==> config.mk <==
export PLATFORM = sky130hd
export DESIGN_NAME = clpd_cold_load_pickup
export DESIGN_NICKNAME = d
export VERILOG_FILES = /design/src/rtl/clpd_pkg.sv /design/src/rtl/clpd_cold_load_pickup.sv
export SDC_FILE = /design/constraint.sdc
export NUM_CORES = 2
export LEC_CHECK = 0
export BUFFER_PORTS_ARGS = -buffer_cell sky130_fd_sc_hd__buf_2
export CORE_MARGIN = 1.5
export CORE_UTILIZATION = 54
export DETAILED_ROUTE_END_ITERATION = 8
export PLACE_DENSITY_LB_ADDON = 0.05
export SKIP_CTS_REPAIR_TIMING = 1
export SLEW_MARGIN = 0
export SYNTH_ARGS = -nofsm -noshare
export SYNTH_HDL_FRONTEND = slang
export SYNTH_SLANG_ARGS = --single-unit
==> constraint.sdc <==
create_clock -name core_clk -period 11.6 [get_ports core_clk]
set_clock_uncertainty 0.15 [all_clocks]
set_input_delay 2.32 -clock core_clk [delete_from_list [all_inputs] [get_ports core_clk]]
set_output_delay 2.32 -clock core_clk [all_outputs]
set_load 0.01 [all_outputs]
==> src/rtl/clpd_pkg.sv <==
// cold load pick-up detector: shared constants, register map and types
// assumes a 25 MHz core clock and a 5 ms processing tick derived from it
//
// What this block does
// comparators release only past 97 % of their setting, hysteresis relative to setting.
// one threshold per comparator, shared by all three phase currents.
// low start true only while all phases below low threshold, default 0.20 In.
// high start true only while all phases above high threshold, default 1.20 In.
// any phase above overcurrent threshold, default 2.00 In, releases active output at once.
// blocking input sampled once at start of each processing tick, used throughout.
// pick-up without blocking sets active output, then operating timers run.
// pick-up with blocking sets blocked output instead, pick-up goes no further.
// blocking during active resets output and runs release handling as at pick-up end.
// blocking raises a time-stamped event with phase currents and fault type.
// blocking source asserts at least 5 ms before operating delay expires.
// active only after low condition lasts start time, 5 ms steps, default 10 s.
// maximum timer runs while above high; release at maximum time, default 30 s.
// active held at least minimum time, default 40 ms; same timer is reclaim window.
// current between low and high ends start-up; release after minimum time.
// zero start time activates immediately once low condition is seen.
// inrush during minimum time starts maximum timer; hold until max or end plus min.
// pre-fault value is 20 ms average of window ending 20 ms before activation.
// events on edges of six flags; selection stores ON, OFF or both edges.
// every event stored with time stamp and current process data.
// status code 0 normal, 1 low, 2 overcurrent, 3 active, 4 blocked.
// measurement source delivers three phase RMS magnitudes on a 5 ms time base.
// timers are counters advanced once per 5 ms tick, compared to settings.
// reset clears timers, outputs and comparators, status code reads 0.

package clpd_pkg;

  // ************************************************************
  // widths and timing
  // ************************************************************
  localparam int CUR_W = 16;   // current in 0.01 x In units
  localparam int TMR_W = 20;   // timer in 5 ms ticks, up to 5242.875 s
  localparam int HIST_DEPTH = 8;
  localparam int NUM_FLAGS = 6;
  localparam int CLK_HZ = 25000000;
  localparam int TICK_MS = 5;
  localparam int TICK_CYCLES = CLK_HZ / 1000 * TICK_MS;
  localparam int PCT_FULL = 100;
  localparam int PCT_RESET = 97;
  localparam int PREFAULT_FIRST = 4;   // 20 ms back at 5 ms per sample
  localparam int PREFAULT_SHIFT = 2;   // four samples averaged

  // ************************************************************
  // register byte offsets
  // ************************************************************
  localparam logic [5:0] OFS_CTRL = 6'h00;
  localparam logic [5:0] OFS_ILOW = 6'h04;
  localparam logic [5:0] OFS_IHIGH = 6'h08;
  localparam logic [5:0] OFS_IOVER = 6'h0C;
  localparam logic [5:0] OFS_TSET = 6'h10;
  localparam logic [5:0] OFS_TMAX = 6'h14;
  localparam logic [5:0] OFS_TMIN = 6'h18;
  localparam logic [5:0] OFS_STATUS = 6'h1C;
  localparam logic [5:0] OFS_PREFAULT = 6'h20;
  localparam logic [5:0] OFS_EVT = 6'h24;
  localparam logic [5:0] OFS_EVT_TIME = 6'h28;
  localparam logic [5:0] OFS_EVT_I12 = 6'h2C;
  localparam logic [5:0] OFS_EVT_I3 = 6'h30;

  // field positions
  localparam int CTRL_ON_BIT = 0;
  localparam int CTRL_OFF_BIT = 1;
  localparam int STAT_ACTIVE_BIT = 4;
  localparam int STAT_BLOCKED_BIT = 5;
  localparam int STAT_FLAGS_LSB = 8;
  localparam int EVT_OFF_LSB = 8;
  localparam int EVT_PEND_BIT = 31;
  localparam int EVT_CODE_LSB = 16;

  // reset values
  localparam logic [1:0] CTRL_RESET = 2'h3;
  localparam logic [CUR_W-1:0] ILOW_RESET = 16'h0014;    // 0.20 x In
  localparam logic [CUR_W-1:0] IHIGH_RESET = 16'h0078;   // 1.20 x In
  localparam logic [CUR_W-1:0] IOVER_RESET = 16'h00C8;   // 2.00 x In
  localparam logic [TMR_W-1:0] TSET_RESET = 20'h0_07D0;  // 10.000 s
  localparam logic [TMR_W-1:0] TMAX_RESET = 20'h0_1770;  // 30.000 s
  localparam logic [TMR_W-1:0] TMIN_RESET = 20'h0_0008;  // 0.040 s

  // ************************************************************
  // status codes, flag order, states
  // ************************************************************
  localparam logic [2:0] CODE_NORMAL = 3'h0;
  localparam logic [2:0] CODE_LOW = 3'h1;
  localparam logic [2:0] CODE_OVER = 3'h2;
  localparam logic [2:0] CODE_ACTIVE = 3'h3;
  localparam logic [2:0] CODE_BLOCKED = 3'h4;

  localparam int FL_LOW = 0;
  localparam int FL_HIGH = 1;
  localparam int FL_NORMAL = 2;
  localparam int FL_OVER = 3;
  localparam int FL_ACT = 4;
  localparam int FL_BLK = 5;

  typedef enum logic [1:0] {ST_IDLE, ST_QUALIFY, ST_ACTIVE, ST_BLOCKED} clpd_state_t;

endpackage

==> src/rtl/clpd_cold_load_pickup.sv <==
// cold load pick-up detector with its Avalon-MM register slave
// assumes phase magnitudes and the block input are synchronous to core_clk
//
// Our own choices: the register offsets and the Avalon-MM interface to the registers.
`timescale 1ns/1ps

module clpd_cold_load_pickup #(
  parameter int TICK_CYCLES = clpd_pkg::TICK_CYCLES
) (
  input wire logic core_clk,
  input wire logic reset_n,
  input wire logic [15:0] phase1_rms_current,
  input wire logic [15:0] phase2_rms_current,
  input wire logic [15:0] phase3_rms_current,
  input wire logic blockIn,
  input wire logic [5:0] address,
  input wire logic read,
  input wire logic write,
  input wire logic [31:0] writedata,
  input wire logic [3:0] byteenable,
  output logic [31:0] readdata,
  output logic waitrequest,
  output logic coldLoadActive,
  output logic blockedOut,
  output logic [2:0] functionStatusCode,
  output logic eventValid
);

  // ************************************************************
  // processing tick
  // ************************************************************
  logic [19:0] tickCnt_reg;
  logic tick_reg;
  logic evalStrobe_reg;
  logic [31:0] timeStamp_reg;
  wire tickWrap = (tickCnt_reg == 20'(TICK_CYCLES - 1));

  always_ff @(posedge core_clk)
  begin
    if (!reset_n)
    begin
      tickCnt_reg <= 20'h0_0000;
      tick_reg <= 1'b0;
      evalStrobe_reg <= 1'b0;
      timeStamp_reg <= 32'h0000_0000;
    end
    else
    begin
      tickCnt_reg <= tickWrap ? 20'h0_0000 : tickCnt_reg + 20'h0_0001;
      tick_reg <= tickWrap;
      evalStrobe_reg <= tick_reg;
      if (tickWrap)
        timeStamp_reg <= timeStamp_reg + 32'h0000_0001;
    end
  end

  // ************************************************************
  // sampling at start of each tick
  // ************************************************************
  logic [15:0] samp_reg [3];
  logic blockSample_reg;

  always_ff @(posedge core_clk)
  begin
    if (!reset_n)
    begin
      samp_reg[0] <= 16'h0000;
      samp_reg[1] <= 16'h0000;
      samp_reg[2] <= 16'h0000;
      blockSample_reg <= 1'b0;
    end
    else if (tick_reg)
    begin
      samp_reg[0] <= phase1_rms_current;
      samp_reg[1] <= phase2_rms_current;
      samp_reg[2] <= phase3_rms_current;
      blockSample_reg <= blockIn;
    end
  end

  // ************************************************************
  // settings registers
  // ************************************************************
  logic [1:0] ctrl_reg;
  logic [15:0] iLow_reg;
  logic [15:0] iHigh_reg;
  logic [15:0] iOver_reg;
  logic [19:0] tSet_reg;
  logic [19:0] tMax_reg;
  logic [19:0] tMin_reg;

  // ************************************************************
  // comparators with 97 % reset ratio, one per phase
  // ************************************************************
  logic [2:0] lowPh_reg;
  logic [2:0] highPh_reg;
  logic [2:0] overPh_reg;
  logic [2:0] lowPhNext;
  logic [2:0] highPhNext;
  logic [2:0] overPhNext;

  genvar p;
  generate
    for (p = 0; p < 3; p++)
    begin : gPhase
      wire [23:0] iFull = 24'(samp_reg[p]) * 24'(clpd_pkg::PCT_FULL);
      wire [23:0] iRst = 24'(samp_reg[p]) * 24'(clpd_pkg::PCT_RESET);
      wire [23:0] lowFull = 24'(iLow_reg) * 24'(clpd_pkg::PCT_FULL);
      wire [23:0] highRst = 24'(iHigh_reg) * 24'(clpd_pkg::PCT_RESET);
      wire [23:0] overRst = 24'(iOver_reg) * 24'(clpd_pkg::PCT_RESET);
      // one shared setting per comparator for all phases
      assign lowPhNext[p] = lowPh_reg[p] ? (iRst < lowFull) : (samp_reg[p] < iLow_reg);
      assign highPhNext[p] = highPh_reg[p] ? (iFull >= highRst) : (samp_reg[p] > iHigh_reg);
      assign overPhNext[p] = overPh_reg[p] ? (iFull >= overRst) : (samp_reg[p] > iOver_reg);
    end
  endgenerate

  wire lowCond = &lowPhNext;
  wire highCond = &highPhNext;
  wire overCond = |overPhNext;
  wire betweenCond = !lowCond && !highCond;

  // ************************************************************
  // pre-fault history of the highest phase
  // ************************************************************
  wire [15:0] max12 = (samp_reg[0] > samp_reg[1]) ? samp_reg[0] : samp_reg[1];
  wire [15:0] maxPhase = (max12 > samp_reg[2]) ? max12 : samp_reg[2];
  logic [15:0] hist_reg [clpd_pkg::HIST_DEPTH];

  generate
    for (p = 0; p < clpd_pkg::HIST_DEPTH; p++)
    begin : gHist
      always_ff @(posedge core_clk)
      begin
        if (!reset_n)
          hist_reg[p] <= 16'h0000;
        else if (evalStrobe_reg)
          hist_reg[p] <= (p == 0) ? maxPhase : hist_reg[(p == 0) ? 0 : p - 1];
      end
    end
  endgenerate

  // window from -20 ms back to -35 ms, averaged over 20 ms; hist_reg[0] is already one tick old
  wire [17:0] preSum = 18'(hist_reg[clpd_pkg::PREFAULT_FIRST - 1]) + 18'(hist_reg[clpd_pkg::PREFAULT_FIRST])
                     + 18'(hist_reg[clpd_pkg::PREFAULT_FIRST + 1]) + 18'(hist_reg[clpd_pkg::PREFAULT_FIRST + 2]);
  wire [15:0] preAvg = 16'(preSum >> clpd_pkg::PREFAULT_SHIFT);

  // ************************************************************
  // operating state machine, evaluated once per tick
  // ************************************************************
  clpd_pkg::clpd_state_t state_reg;
  logic [19:0] qualCnt_reg;
  logic [19:0] minCnt_reg;
  logic [19:0] maxCnt_reg;
  logic inrush_reg;
  logic startupOver_reg;
  logic [15:0] preFault_reg;

  wire [19:0] qualInc = qualCnt_reg + 20'h0_0001;
  wire [19:0] minInc = (minCnt_reg >= tMin_reg) ? minCnt_reg : minCnt_reg + 20'h0_0001;
  wire [19:0] maxInc = maxCnt_reg + 20'h0_0001;
  wire minDone = (minInc >= tMin_reg);
  wire maxDone = highCond && (maxInc >= tMax_reg);
  wire inrushNext = inrush_reg || highCond;
  wire overNext = startupOver_reg || (inrush_reg && betweenCond);
  // no inrush inside the minimum time acts as reclaim; inrush keeps it held
  wire normalRelease = minDone && !highCond && (overNext || !inrushNext);
  wire pickup = (state_reg == clpd_pkg::ST_IDLE && lowCond && tSet_reg == 20'h0_0000)
              || (state_reg == clpd_pkg::ST_QUALIFY && lowCond && qualInc >= tSet_reg);

  always_ff @(posedge core_clk)
  begin
    if (!reset_n)
    begin
      state_reg <= clpd_pkg::ST_IDLE;
      qualCnt_reg <= 20'h0_0000;
      minCnt_reg <= 20'h0_0000;
      maxCnt_reg <= 20'h0_0000;
      inrush_reg <= 1'b0;
      startupOver_reg <= 1'b0;
      coldLoadActive <= 1'b0;
      blockedOut <= 1'b0;
      preFault_reg <= 16'h0000;
      lowPh_reg <= 3'h0;
      highPh_reg <= 3'h0;
      overPh_reg <= 3'h0;
    end
    else if (evalStrobe_reg)
    begin
      lowPh_reg <= lowPhNext;
      highPh_reg <= highPhNext;
      overPh_reg <= overPhNext;
      if (pickup)
      begin
        qualCnt_reg <= 20'h0_0000;
        minCnt_reg <= 20'h0_0000;
        maxCnt_reg <= 20'h0_0000;
        inrush_reg <= 1'b0;
        startupOver_reg <= 1'b0;
        if (blockSample_reg)
        begin
          state_reg <= clpd_pkg::ST_BLOCKED;
          blockedOut <= 1'b1;
        end
        else
        begin
          state_reg <= clpd_pkg::ST_ACTIVE;
          coldLoadActive <= 1'b1;
          preFault_reg <= preAvg;
        end
      end
      else
      begin
        case (state_reg)
          clpd_pkg::ST_IDLE:
          begin
            if (lowCond)
              state_reg <= clpd_pkg::ST_QUALIFY;
            qualCnt_reg <= 20'h0_0000;
          end
          clpd_pkg::ST_QUALIFY:
          begin
            if (lowCond)
              qualCnt_reg <= qualInc;
            else
              state_reg <= clpd_pkg::ST_IDLE;
          end
          clpd_pkg::ST_ACTIVE:
          begin
            minCnt_reg <= minInc;
            inrush_reg <= inrushNext;
            startupOver_reg <= overNext;
            if (highCond)
              maxCnt_reg <= maxInc;
            if (overCond)
            begin
              state_reg <= clpd_pkg::ST_IDLE;
              coldLoadActive <= 1'b0;
            end
            else if (blockSample_reg)
            begin
              // output drops now; timers kept as on normal release, cleared at next pick-up
              state_reg <= clpd_pkg::ST_BLOCKED;
              coldLoadActive <= 1'b0;
              blockedOut <= 1'b1;
            end
            else if (maxDone || normalRelease)
            begin
              state_reg <= clpd_pkg::ST_IDLE;
              coldLoadActive <= 1'b0;
            end
          end
          clpd_pkg::ST_BLOCKED:
          begin
            if (!blockSample_reg)
            begin
              state_reg <= clpd_pkg::ST_IDLE;
              blockedOut <= 1'b0;
            end
          end
          default:
          begin
            state_reg <= clpd_pkg::ST_IDLE;
            coldLoadActive <= 1'b0;
            blockedOut <= 1'b0;
          end
        endcase
      end
    end
  end

  // ************************************************************
  // flags, status code and event capture
  // ************************************************************
  wire lowFlag = &lowPh_reg;
  wire highFlag = &highPh_reg;
  wire overFlag = |overPh_reg;
  wire [5:0] flagVec = {blockedOut, coldLoadActive, overFlag, !lowFlag && !highFlag && !overFlag, highFlag, lowFlag};
  logic [5:0] flagPrev_reg;
  wire [5:0] onEdges = flagVec & ~flagPrev_reg & {6{ctrl_reg[clpd_pkg::CTRL_ON_BIT]}};
  wire [5:0] offEdges = ~flagVec & flagPrev_reg & {6{ctrl_reg[clpd_pkg::CTRL_OFF_BIT]}};
  wire newEvent = |{onEdges, offEdges};
  wire [2:0] codeNext = blockedOut ? clpd_pkg::CODE_BLOCKED
                      : coldLoadActive ? clpd_pkg::CODE_ACTIVE
                      : overFlag ? clpd_pkg::CODE_OVER
                      : (lowFlag || state_reg == clpd_pkg::ST_QUALIFY) ? clpd_pkg::CODE_LOW
                      : clpd_pkg::CODE_NORMAL;

  logic [5:0] evOn_reg;
  logic [5:0] evOff_reg;
  logic [31:0] evTime_reg;
  logic [15:0] evCur_reg [3];
  logic [2:0] evCode_reg;
  logic evPending_reg;

  // bus decode, see further below
  wire busWrite;
  wire pendClear;

  always_ff @(posedge core_clk)
  begin
    if (!reset_n)
    begin
      flagPrev_reg <= 6'h00;
      functionStatusCode <= clpd_pkg::CODE_NORMAL;
      eventValid <= 1'b0;
      evOn_reg <= 6'h00;
      evOff_reg <= 6'h00;
      evTime_reg <= 32'h0000_0000;
      evCur_reg[0] <= 16'h0000;
      evCur_reg[1] <= 16'h0000;
      evCur_reg[2] <= 16'h0000;
      evCode_reg <= clpd_pkg::CODE_NORMAL;
      evPending_reg <= 1'b0;
    end
    else
    begin
      flagPrev_reg <= flagVec;
      functionStatusCode <= codeNext;
      eventValid <= newEvent;
      // set wins over a software clear in the same cycle
      evPending_reg <= newEvent || (evPending_reg && !pendClear);
      if (newEvent)
      begin
        evOn_reg <= onEdges;
        evOff_reg <= offEdges;
        evTime_reg <= timeStamp_reg;
        evCur_reg[0] <= samp_reg[0];
        evCur_reg[1] <= samp_reg[1];
        evCur_reg[2] <= samp_reg[2];
        evCode_reg <= codeNext;
      end
    end
  end

  // ************************************************************
  // Avalon-MM slave: one wait state, answer on the second edge
  // ************************************************************
  wire request = read || write;
  assign busWrite = write && !waitrequest;
  wire hit = (address == clpd_pkg::OFS_EVT);
  assign pendClear = busWrite && hit && byteenable[3] && writedata[clpd_pkg::EVT_PEND_BIT];

  function automatic logic [31:0] mergeBytes(input logic [31:0] oldVal, input logic [31:0] newVal,
                                             input logic [3:0] be);
    logic [31:0] res;
    res = oldVal;
    for (int b = 0; b < 4; b++)
      if (be[b])
        res[b*8 +: 8] = newVal[b*8 +: 8];
    return res;
  endfunction

  wire [31:0] statusWord = {18'h0_0000, flagVec, 2'h0, blockedOut, coldLoadActive, 1'b0, functionStatusCode};
  wire [31:0] evtWord = {evPending_reg, 15'h0000, 2'h0, evOff_reg, 2'h0, evOn_reg};
  logic [31:0] readMux;

  always_comb
  begin
    case (address)
      clpd_pkg::OFS_CTRL: readMux = {30'h0000_0000, ctrl_reg};
      clpd_pkg::OFS_ILOW: readMux = {16'h0000, iLow_reg};
      clpd_pkg::OFS_IHIGH: readMux = {16'h0000, iHigh_reg};
      clpd_pkg::OFS_IOVER: readMux = {16'h0000, iOver_reg};
      clpd_pkg::OFS_TSET: readMux = {12'h000, tSet_reg};
      clpd_pkg::OFS_TMAX: readMux = {12'h000, tMax_reg};
      clpd_pkg::OFS_TMIN: readMux = {12'h000, tMin_reg};
      clpd_pkg::OFS_STATUS: readMux = statusWord;
      clpd_pkg::OFS_PREFAULT: readMux = {16'h0000, preFault_reg};
      clpd_pkg::OFS_EVT: readMux = evtWord;
      clpd_pkg::OFS_EVT_TIME: readMux = evTime_reg;
      clpd_pkg::OFS_EVT_I12: readMux = {evCur_reg[1], evCur_reg[0]};
      clpd_pkg::OFS_EVT_I3: readMux = {13'h0000, evCode_reg, evCur_reg[2]};
      default: readMux = 32'h0000_0000;
    endcase
  end

  wire [31:0] wrMerged = mergeBytes(readMux, writedata, byteenable);

  always_ff @(posedge core_clk)
  begin
    if (!reset_n)
    begin
      waitrequest <= 1'b1;
      readdata <= 32'h0000_0000;
      ctrl_reg <= clpd_pkg::CTRL_RESET;
      iLow_reg <= clpd_pkg::ILOW_RESET;
      iHigh_reg <= clpd_pkg::IHIGH_RESET;
      iOver_reg <= clpd_pkg::IOVER_RESET;
      tSet_reg <= clpd_pkg::TSET_RESET;
      tMax_reg <= clpd_pkg::TMAX_RESET;
      tMin_reg <= clpd_pkg::TMIN_RESET;
    end
    else
    begin
      // drop waitrequest for exactly one edge per request
      waitrequest <= !(request && waitrequest);
      if (read && waitrequest)
        readdata <= readMux;
      if (busWrite)
      begin
        case (address)
          clpd_pkg::OFS_CTRL: ctrl_reg <= wrMerged[1:0];
          clpd_pkg::OFS_ILOW: iLow_reg <= wrMerged[15:0];
          clpd_pkg::OFS_IHIGH: iHigh_reg <= wrMerged[15:0];
          clpd_pkg::OFS_IOVER: iOver_reg <= wrMerged[15:0];
          clpd_pkg::OFS_TSET: tSet_reg <= wrMerged[19:0];
          clpd_pkg::OFS_TMAX: tMax_reg <= wrMerged[19:0];
          clpd_pkg::OFS_TMIN: tMin_reg <= wrMerged[19:0];
          default: ;
        endcase
      end
    end
  end

endmodule // clpd_cold_load_pickup

---- After elaboration in Yosys (flattened, before gate mapping) ----
Memories as Yosys holds them, arrays and structs flattened.
Index checks and enable logic that the tools add are counted.
word-level totals
  bits in registers ....................... 347
  RAM bits ................................ 224
  bits of input ports ..................... 95
  output and inout port bits .............. 39
  word-level logic and storage cells ...... 264
  memories kept ........................... 3
memories
  name       words  width  rd ports  clocked after memory_dff  wr ports  line                          text
  hist_reg   8      16     7         0                         8         clpd_cold_load_pickup.sv:128  logic [15:0] hist_reg [clpd_pkg::HIST_DEPTH];
  evCur_reg  3      16     3         0                         3         clpd_cold_load_pickup.sv:292  logic [15:0] evCur_reg [3];
  samp_reg   3      16     3         0                         3         clpd_cold_load_pickup.sv:60   logic [15:0] samp_reg [3];
cells by class
  add/sub/neg operators ................... 8
  multipliers ............................. 9
  $lt $le $gt $ge ......................... 24
  eq/ne operators ......................... 23
  multiplexer cells ....................... 76
  bitwise operators ....................... 22
  reductions and logical operators ........ 65
operators with widths
  cell                   number
  $pmux 32 s13           1
  $mux 16                16
  $mux 20                8
  $ge 23x23->1           6
  $gt 16x16->1           8
  $mul 16x7->23 const B  5
  $mul 16x5->21 const B  4
  $add 20x1->20 const B  4
  $ge 20x20->1           4
  $lt 23x23->1           3
  $lt 16x16->1           3
  $pmux 20 s2            1
  $mux 1                 35
  $add 32x1->32 const B  1
  $eq 6x6->1 const B     5
  $and 6x6->6            4
  $eq 6x5->1 const B     4
  $reduce_and 3->1       7
  $eq 20x17->1 const B   1
  $logic_not 20->1       1
  $add 17x16->18         1
  $add 18x16->18         1
  $logic_and 1x1->1      18
  $mux 2                 9
  29 further kinds       77

---- Depth between registers and ports, before layout ----
An unclocked memory read counts as a cell.
  depth after elaboration ................. 17
  mapped depth ............................ 31
  gate-level depth less buffers ........... 29

---- Worst setup path before layout ----
Ideal clock, no wire load.
  path type ............................... register to register
  start point ............................. memory samp_reg[1][3] (netlist: samp_reg[0][19])
  end point ............................... register preFault_reg[1]
  setup time .............................. 0.128 ns
  arrival ................................. 6.643 ns
  data required time ...................... 11.322 ns
  setup slack ............................. 4.680 ns
  cell stages (with the launch flop) ...... 31
  path buffers ............................ 2
  period minus slack after synthesis ...... 6.920 ns
  cells stage by stage .................... edfxtp_1 > ha_1 > ha_1 > ha_1 > inv_1 > fa_1 > inv_1 > ha_1 > a21oi_1 > o21bai_1 > a21oi_1 > o21bai_1 > a21oi_1 > o21bai_1 > a2111oi_0 > o31ai_1 > a21o_1 > a21oi_1 > xnor2_1 > ha_1 > and3_1 > a2111oi_0 > o211ai_1 > o211ai_1 > o211a_1 > clkbuf_1 > nand3_1 > nor2_1 > buf_2 > mux2i_1 > nor2_1
RTL lines
  element                 line                          text
  start: declaration      clpd_cold_load_pickup.sv:60
  end signal: assignment  clpd_cold_load_pickup.sv:209  preFault_reg <= preAvg;
  end: declaration        clpd_cold_load_pickup.sv:157  logic [15:0] preFault_reg;

==> run_results.csv <==
group,metric,value,unit
route,via_count,39100,
global_route,groute.layer.met1.usage,0.437,
layout,leading_cell_type_in_the_layout_fill_and_taps_excluded,"sky130_fd_sc_hd__ha_1",
worst_setup_path,critical_path.n_buffers_inverters,3,
global_route,grt_pass1_wl,227000,um
synth,post_synthesis_average_cell_area,9.11,um2
synth,post_synth_instance_area,46800,um2
cts,clock-root-buffer,"sky130_fd_sc_hd__clkbuf_16",
placement,placed_cell_area,48700,um2
sta,fin_crit_sh,0.776,
placement,detailed_place_hpwl,115000,um
min_path,worst_hold_path_type,"reg -> reg",
synth,synthFlopType,"sky130_fd_sc_hd__dfxtp_1",
placement,gp_congestion,1.02,
synth,syn-num-nets,6240,
floorplan,row_count,107,
route,remaining_drc_errors,0,
sta,report.final.slew_viol_count,0,
global_route,grt_pass1_vias,37700,
synth,synth_enable_flop_cells,208,
floorplan,initial_core_utilization,0.547,
layout,synthToLayoutAreaGrowth,8.88,%
floorplan,core_area,85400,um2
cts,max-clock-path-buffers,3,
worst_setup_path,worst_path_max_delay_cell,"sky130_fd_sc_hd__edfxtp_1",
synth,synth_sequential_area_ratio,0.282,
pwr,leak_pwr,24.2,nW
job,max_cap_check_violation_count,0,
sta,grt_setup_unrepaired,"no",
worst_setup_path,critical_path.max_fanout,24,
cts,worstSkewPairLatency,0.64,ns
synth,synth_cell_types,87,
sta,setup-violations-final,0,
global_route,globalRoute.totalOverflow,0,
run_status,run_status,"complete, no violations",
global_route,grt_start_max_net_pins,112,
cts,cts.clk_slew.worst_paths,0.06,ns
worst_setup_path,regToRegSetupSlack,2.60,ns
placement,io_buffer_count,122,
worst_setup_path,timing.rr.start,"samp_reg[0][20]",
floorplan,io-pin-count,134,
layout,most_frequent_cells_in_the_layout,"sky130_fd_sc_hd__ha_1 (892), sky130_fd_sc_hd__nor2_1 (475), sky130_fd_sc_hd__inv_1 (393), sky130_fd_sc_hd__a21oi_1 (374), sky130_fd_sc_hd__dfxtp_1 (345)",
floorplan,die_w,297,um
layout,share_of_layout_cells_above_drive_strength_1,0.0675,
global_route,busiest_layer,"met2",
cts,tritoncts_num_sinks,554,
sta,finalCriticalPeriod,9.00,ns
worst_setup_path,end_kind,"register",
layout,largest_register_ffs,112,
route,drt-initial-drc-count,3291,
sta,max_slew_margin,0.120,
layout,fillCellCount,7812,
sta,setup-tns-final,0,ns
sta,hold_violations,0,
worst_setup_path,worst_ep_required_time,11.94,ns
cts,number_of_buffers_inserted_during_clock_tree_synthesis,66,
synth,yosys_register_bits,554,
floorplan,fp.dieH,297,um
route,route.antenna.remaining_nets,0,
cts,tritoncts_clock_tree,"built",
pwr,largest_vdd_supply_drop,0.157,mV
worst_setup_path,worst_r2r_path_depth,29,
route,detail_route.first_pass.iterations,6,
layout,fin_area,50900,um2
global_route,antenna_found_initial,1,
worst_setup_path,worstReg2RegEnd,"preFault_reg[4]",
worst_setup_path,worst_path_max_stage_delay,0.87,ns
sta,max_slew.worst_pin.slew,1.28,ns
route,via_per_inst,6.10,
sta,hold_worst_slack,0.305,ns
worst_setup_path,critPathArrivalTime,9.34,ns
layout,finish.net_count,6319,
worst_setup_path,timing.setup.critical_path_class,"reg -> reg",
route,wire_per_inst,23.5,um
floorplan,dieArea,88400,um2
worst_setup_path,startpoint_type,"register",
synth,synthesis.yosys.warnings,0,
global_route,globalRouteMet3Util,0.0461,
cts,htree_depth,3,
sta,fmax,0.111,GHz
synth,fraction_of_synthesis_flops_using_an_asynchronous_set_or_reset_pin,0,
min_path,worstHoldStart,"evCode_reg[1]",
min_path,hold-path-cell-count,2,
route,route.final.wire_length,151000,um
global_route,grtUsageMet2,0.539,
min_path,timing.hold.worst_endpoint,"evCode_reg[1]",
global_route,globalRouteTotalUtil,0.336,
pwr,power_density,104,nW/um2
worst_setup_path,timing.critical_path.max_delay_family,"compound AO/OA/AOI/OAI gates",
worst_setup_path,cpMostUsedCell,"sky130_fd_sc_hd__ha_1",
synth,netlist_instances,5131,
## final cells by class
class / instances / area, um2 / share of cell area
diodes: 2 / 5.00 / 0.0000983
clock buffers: 90 / 1820 / 0.0358
clock inverters: 30 / 350 / 0.00688
inverters: 394 / 1490 / 0.0292
multi-input cells: 3992 / 31400 / 0.617
flip-flops and latches: 554 / 13200 / 0.259
well taps: 1144 / 1430 / 0.0281
repair buffers: 202 / 1220 / 0.0239
## cells by family after synthesis
group / Yosys count / synth area share
simple gates: 1545 / 0.162
buf+inv: 585 / 0.0472
fa+ha+maj: 1020 / 0.292
xor+xnor: 235 / 0.0440
mux: 65 / 0.0143
compound gates: 1127 / 0.159
flops: 554 / 0.282
## routing by layer
layer  vias to the layer above  part of all wire
met5                         -                 0
met4                         0             0.064
met3                       373             0.068
met2                      1301              0.45
met1                     18600              0.42
li1                      18800                 -
## Yosys cell counts (53+ instances only)
cell	instances	area [um2]
sky130_fd_sc_hd__a22oi_1	66	495
sky130_fd_sc_hd__inv_1	394	1480
sky130_fd_sc_hd__xnor2_1	126	1100
sky130_fd_sc_hd__nor3_1	119	596
sky130_fd_sc_hd__nand2_1	289	1080
sky130_fd_sc_hd__dfxtp_1	346	6930
sky130_fd_sc_hd__xor2_1	109	955
sky130_fd_sc_hd__and3_1	214	1340
sky130_fd_sc_hd__fa_1	122	2440
sky130_fd_sc_hd__nor2_1	479	1800
sky130_fd_sc_hd__edfxtp_1	208	6250
sky130_fd_sc_hd__ha_1	892	11200
sky130_fd_sc_hd__o21ai_0	153	766
sky130_fd_sc_hd__nand4_1	86	538
sky130_fd_sc_hd__a21o_1	129	968
sky130_fd_sc_hd__nand3_1	139	696
sky130_fd_sc_hd__a211oi_1	63	473
sky130_fd_sc_hd__clkbuf_1	166	623
sky130_fd_sc_hd__a21oi_1	374	1870
sky130_fd_sc_hd__nor2b_1	53	332
## worst register-to-register path, delay by kind of cell, from the launching register on
kind	cells	cell delay (ns)
simple gates	4	1.23
buf+inv	3	0.36
mux	1	0.30
fa+ha+maj	6	2.08
xor+xnor	1	0.14
flops	1	0.87
compound gates	14	3.69
## how the worst max path moves through the flow
stage	endpoint	cells past startpoint	start	slack, ns
after CTS	preFault_reg[13]	29	samp_reg[0][20]	2.62
after detailed placement	preFault_reg[1]	29	samp_reg[0][20]	2.66
final	preFault_reg[4]	29	samp_reg[0][20]	2.60
after global placement	preFault_reg[3]	29	samp_reg[0][20]	2.65
after floorplan	preFault_reg[1]	30	samp_reg[0][19]	4.68
after global routing	preFault_reg[6]	29	samp_reg[0][20]	2.05
## stage by stage
stage           util  std cells  setup slack, ns  total power [mW]
5_1_grt        0.596       6406             2.05              5.56
6_report       0.596       6408             2.60              5.32
4_1_cts        0.596       6406             2.62              5.34
3_3_place_gp   0.571       6286             2.65              3.23
3_5_place_dp   0.571       6286             2.66              3.25
2_1_floorplan      -       5131             4.68              2.91
## where the power goes
part	leakage, nW	internal [mW]	switching (mW)
sequential	4.98	2.06	0.0369
clock	1.06	1.21	0.885
combinational	18.2	0.449	0.684
(Power assumes the default switching activity.)
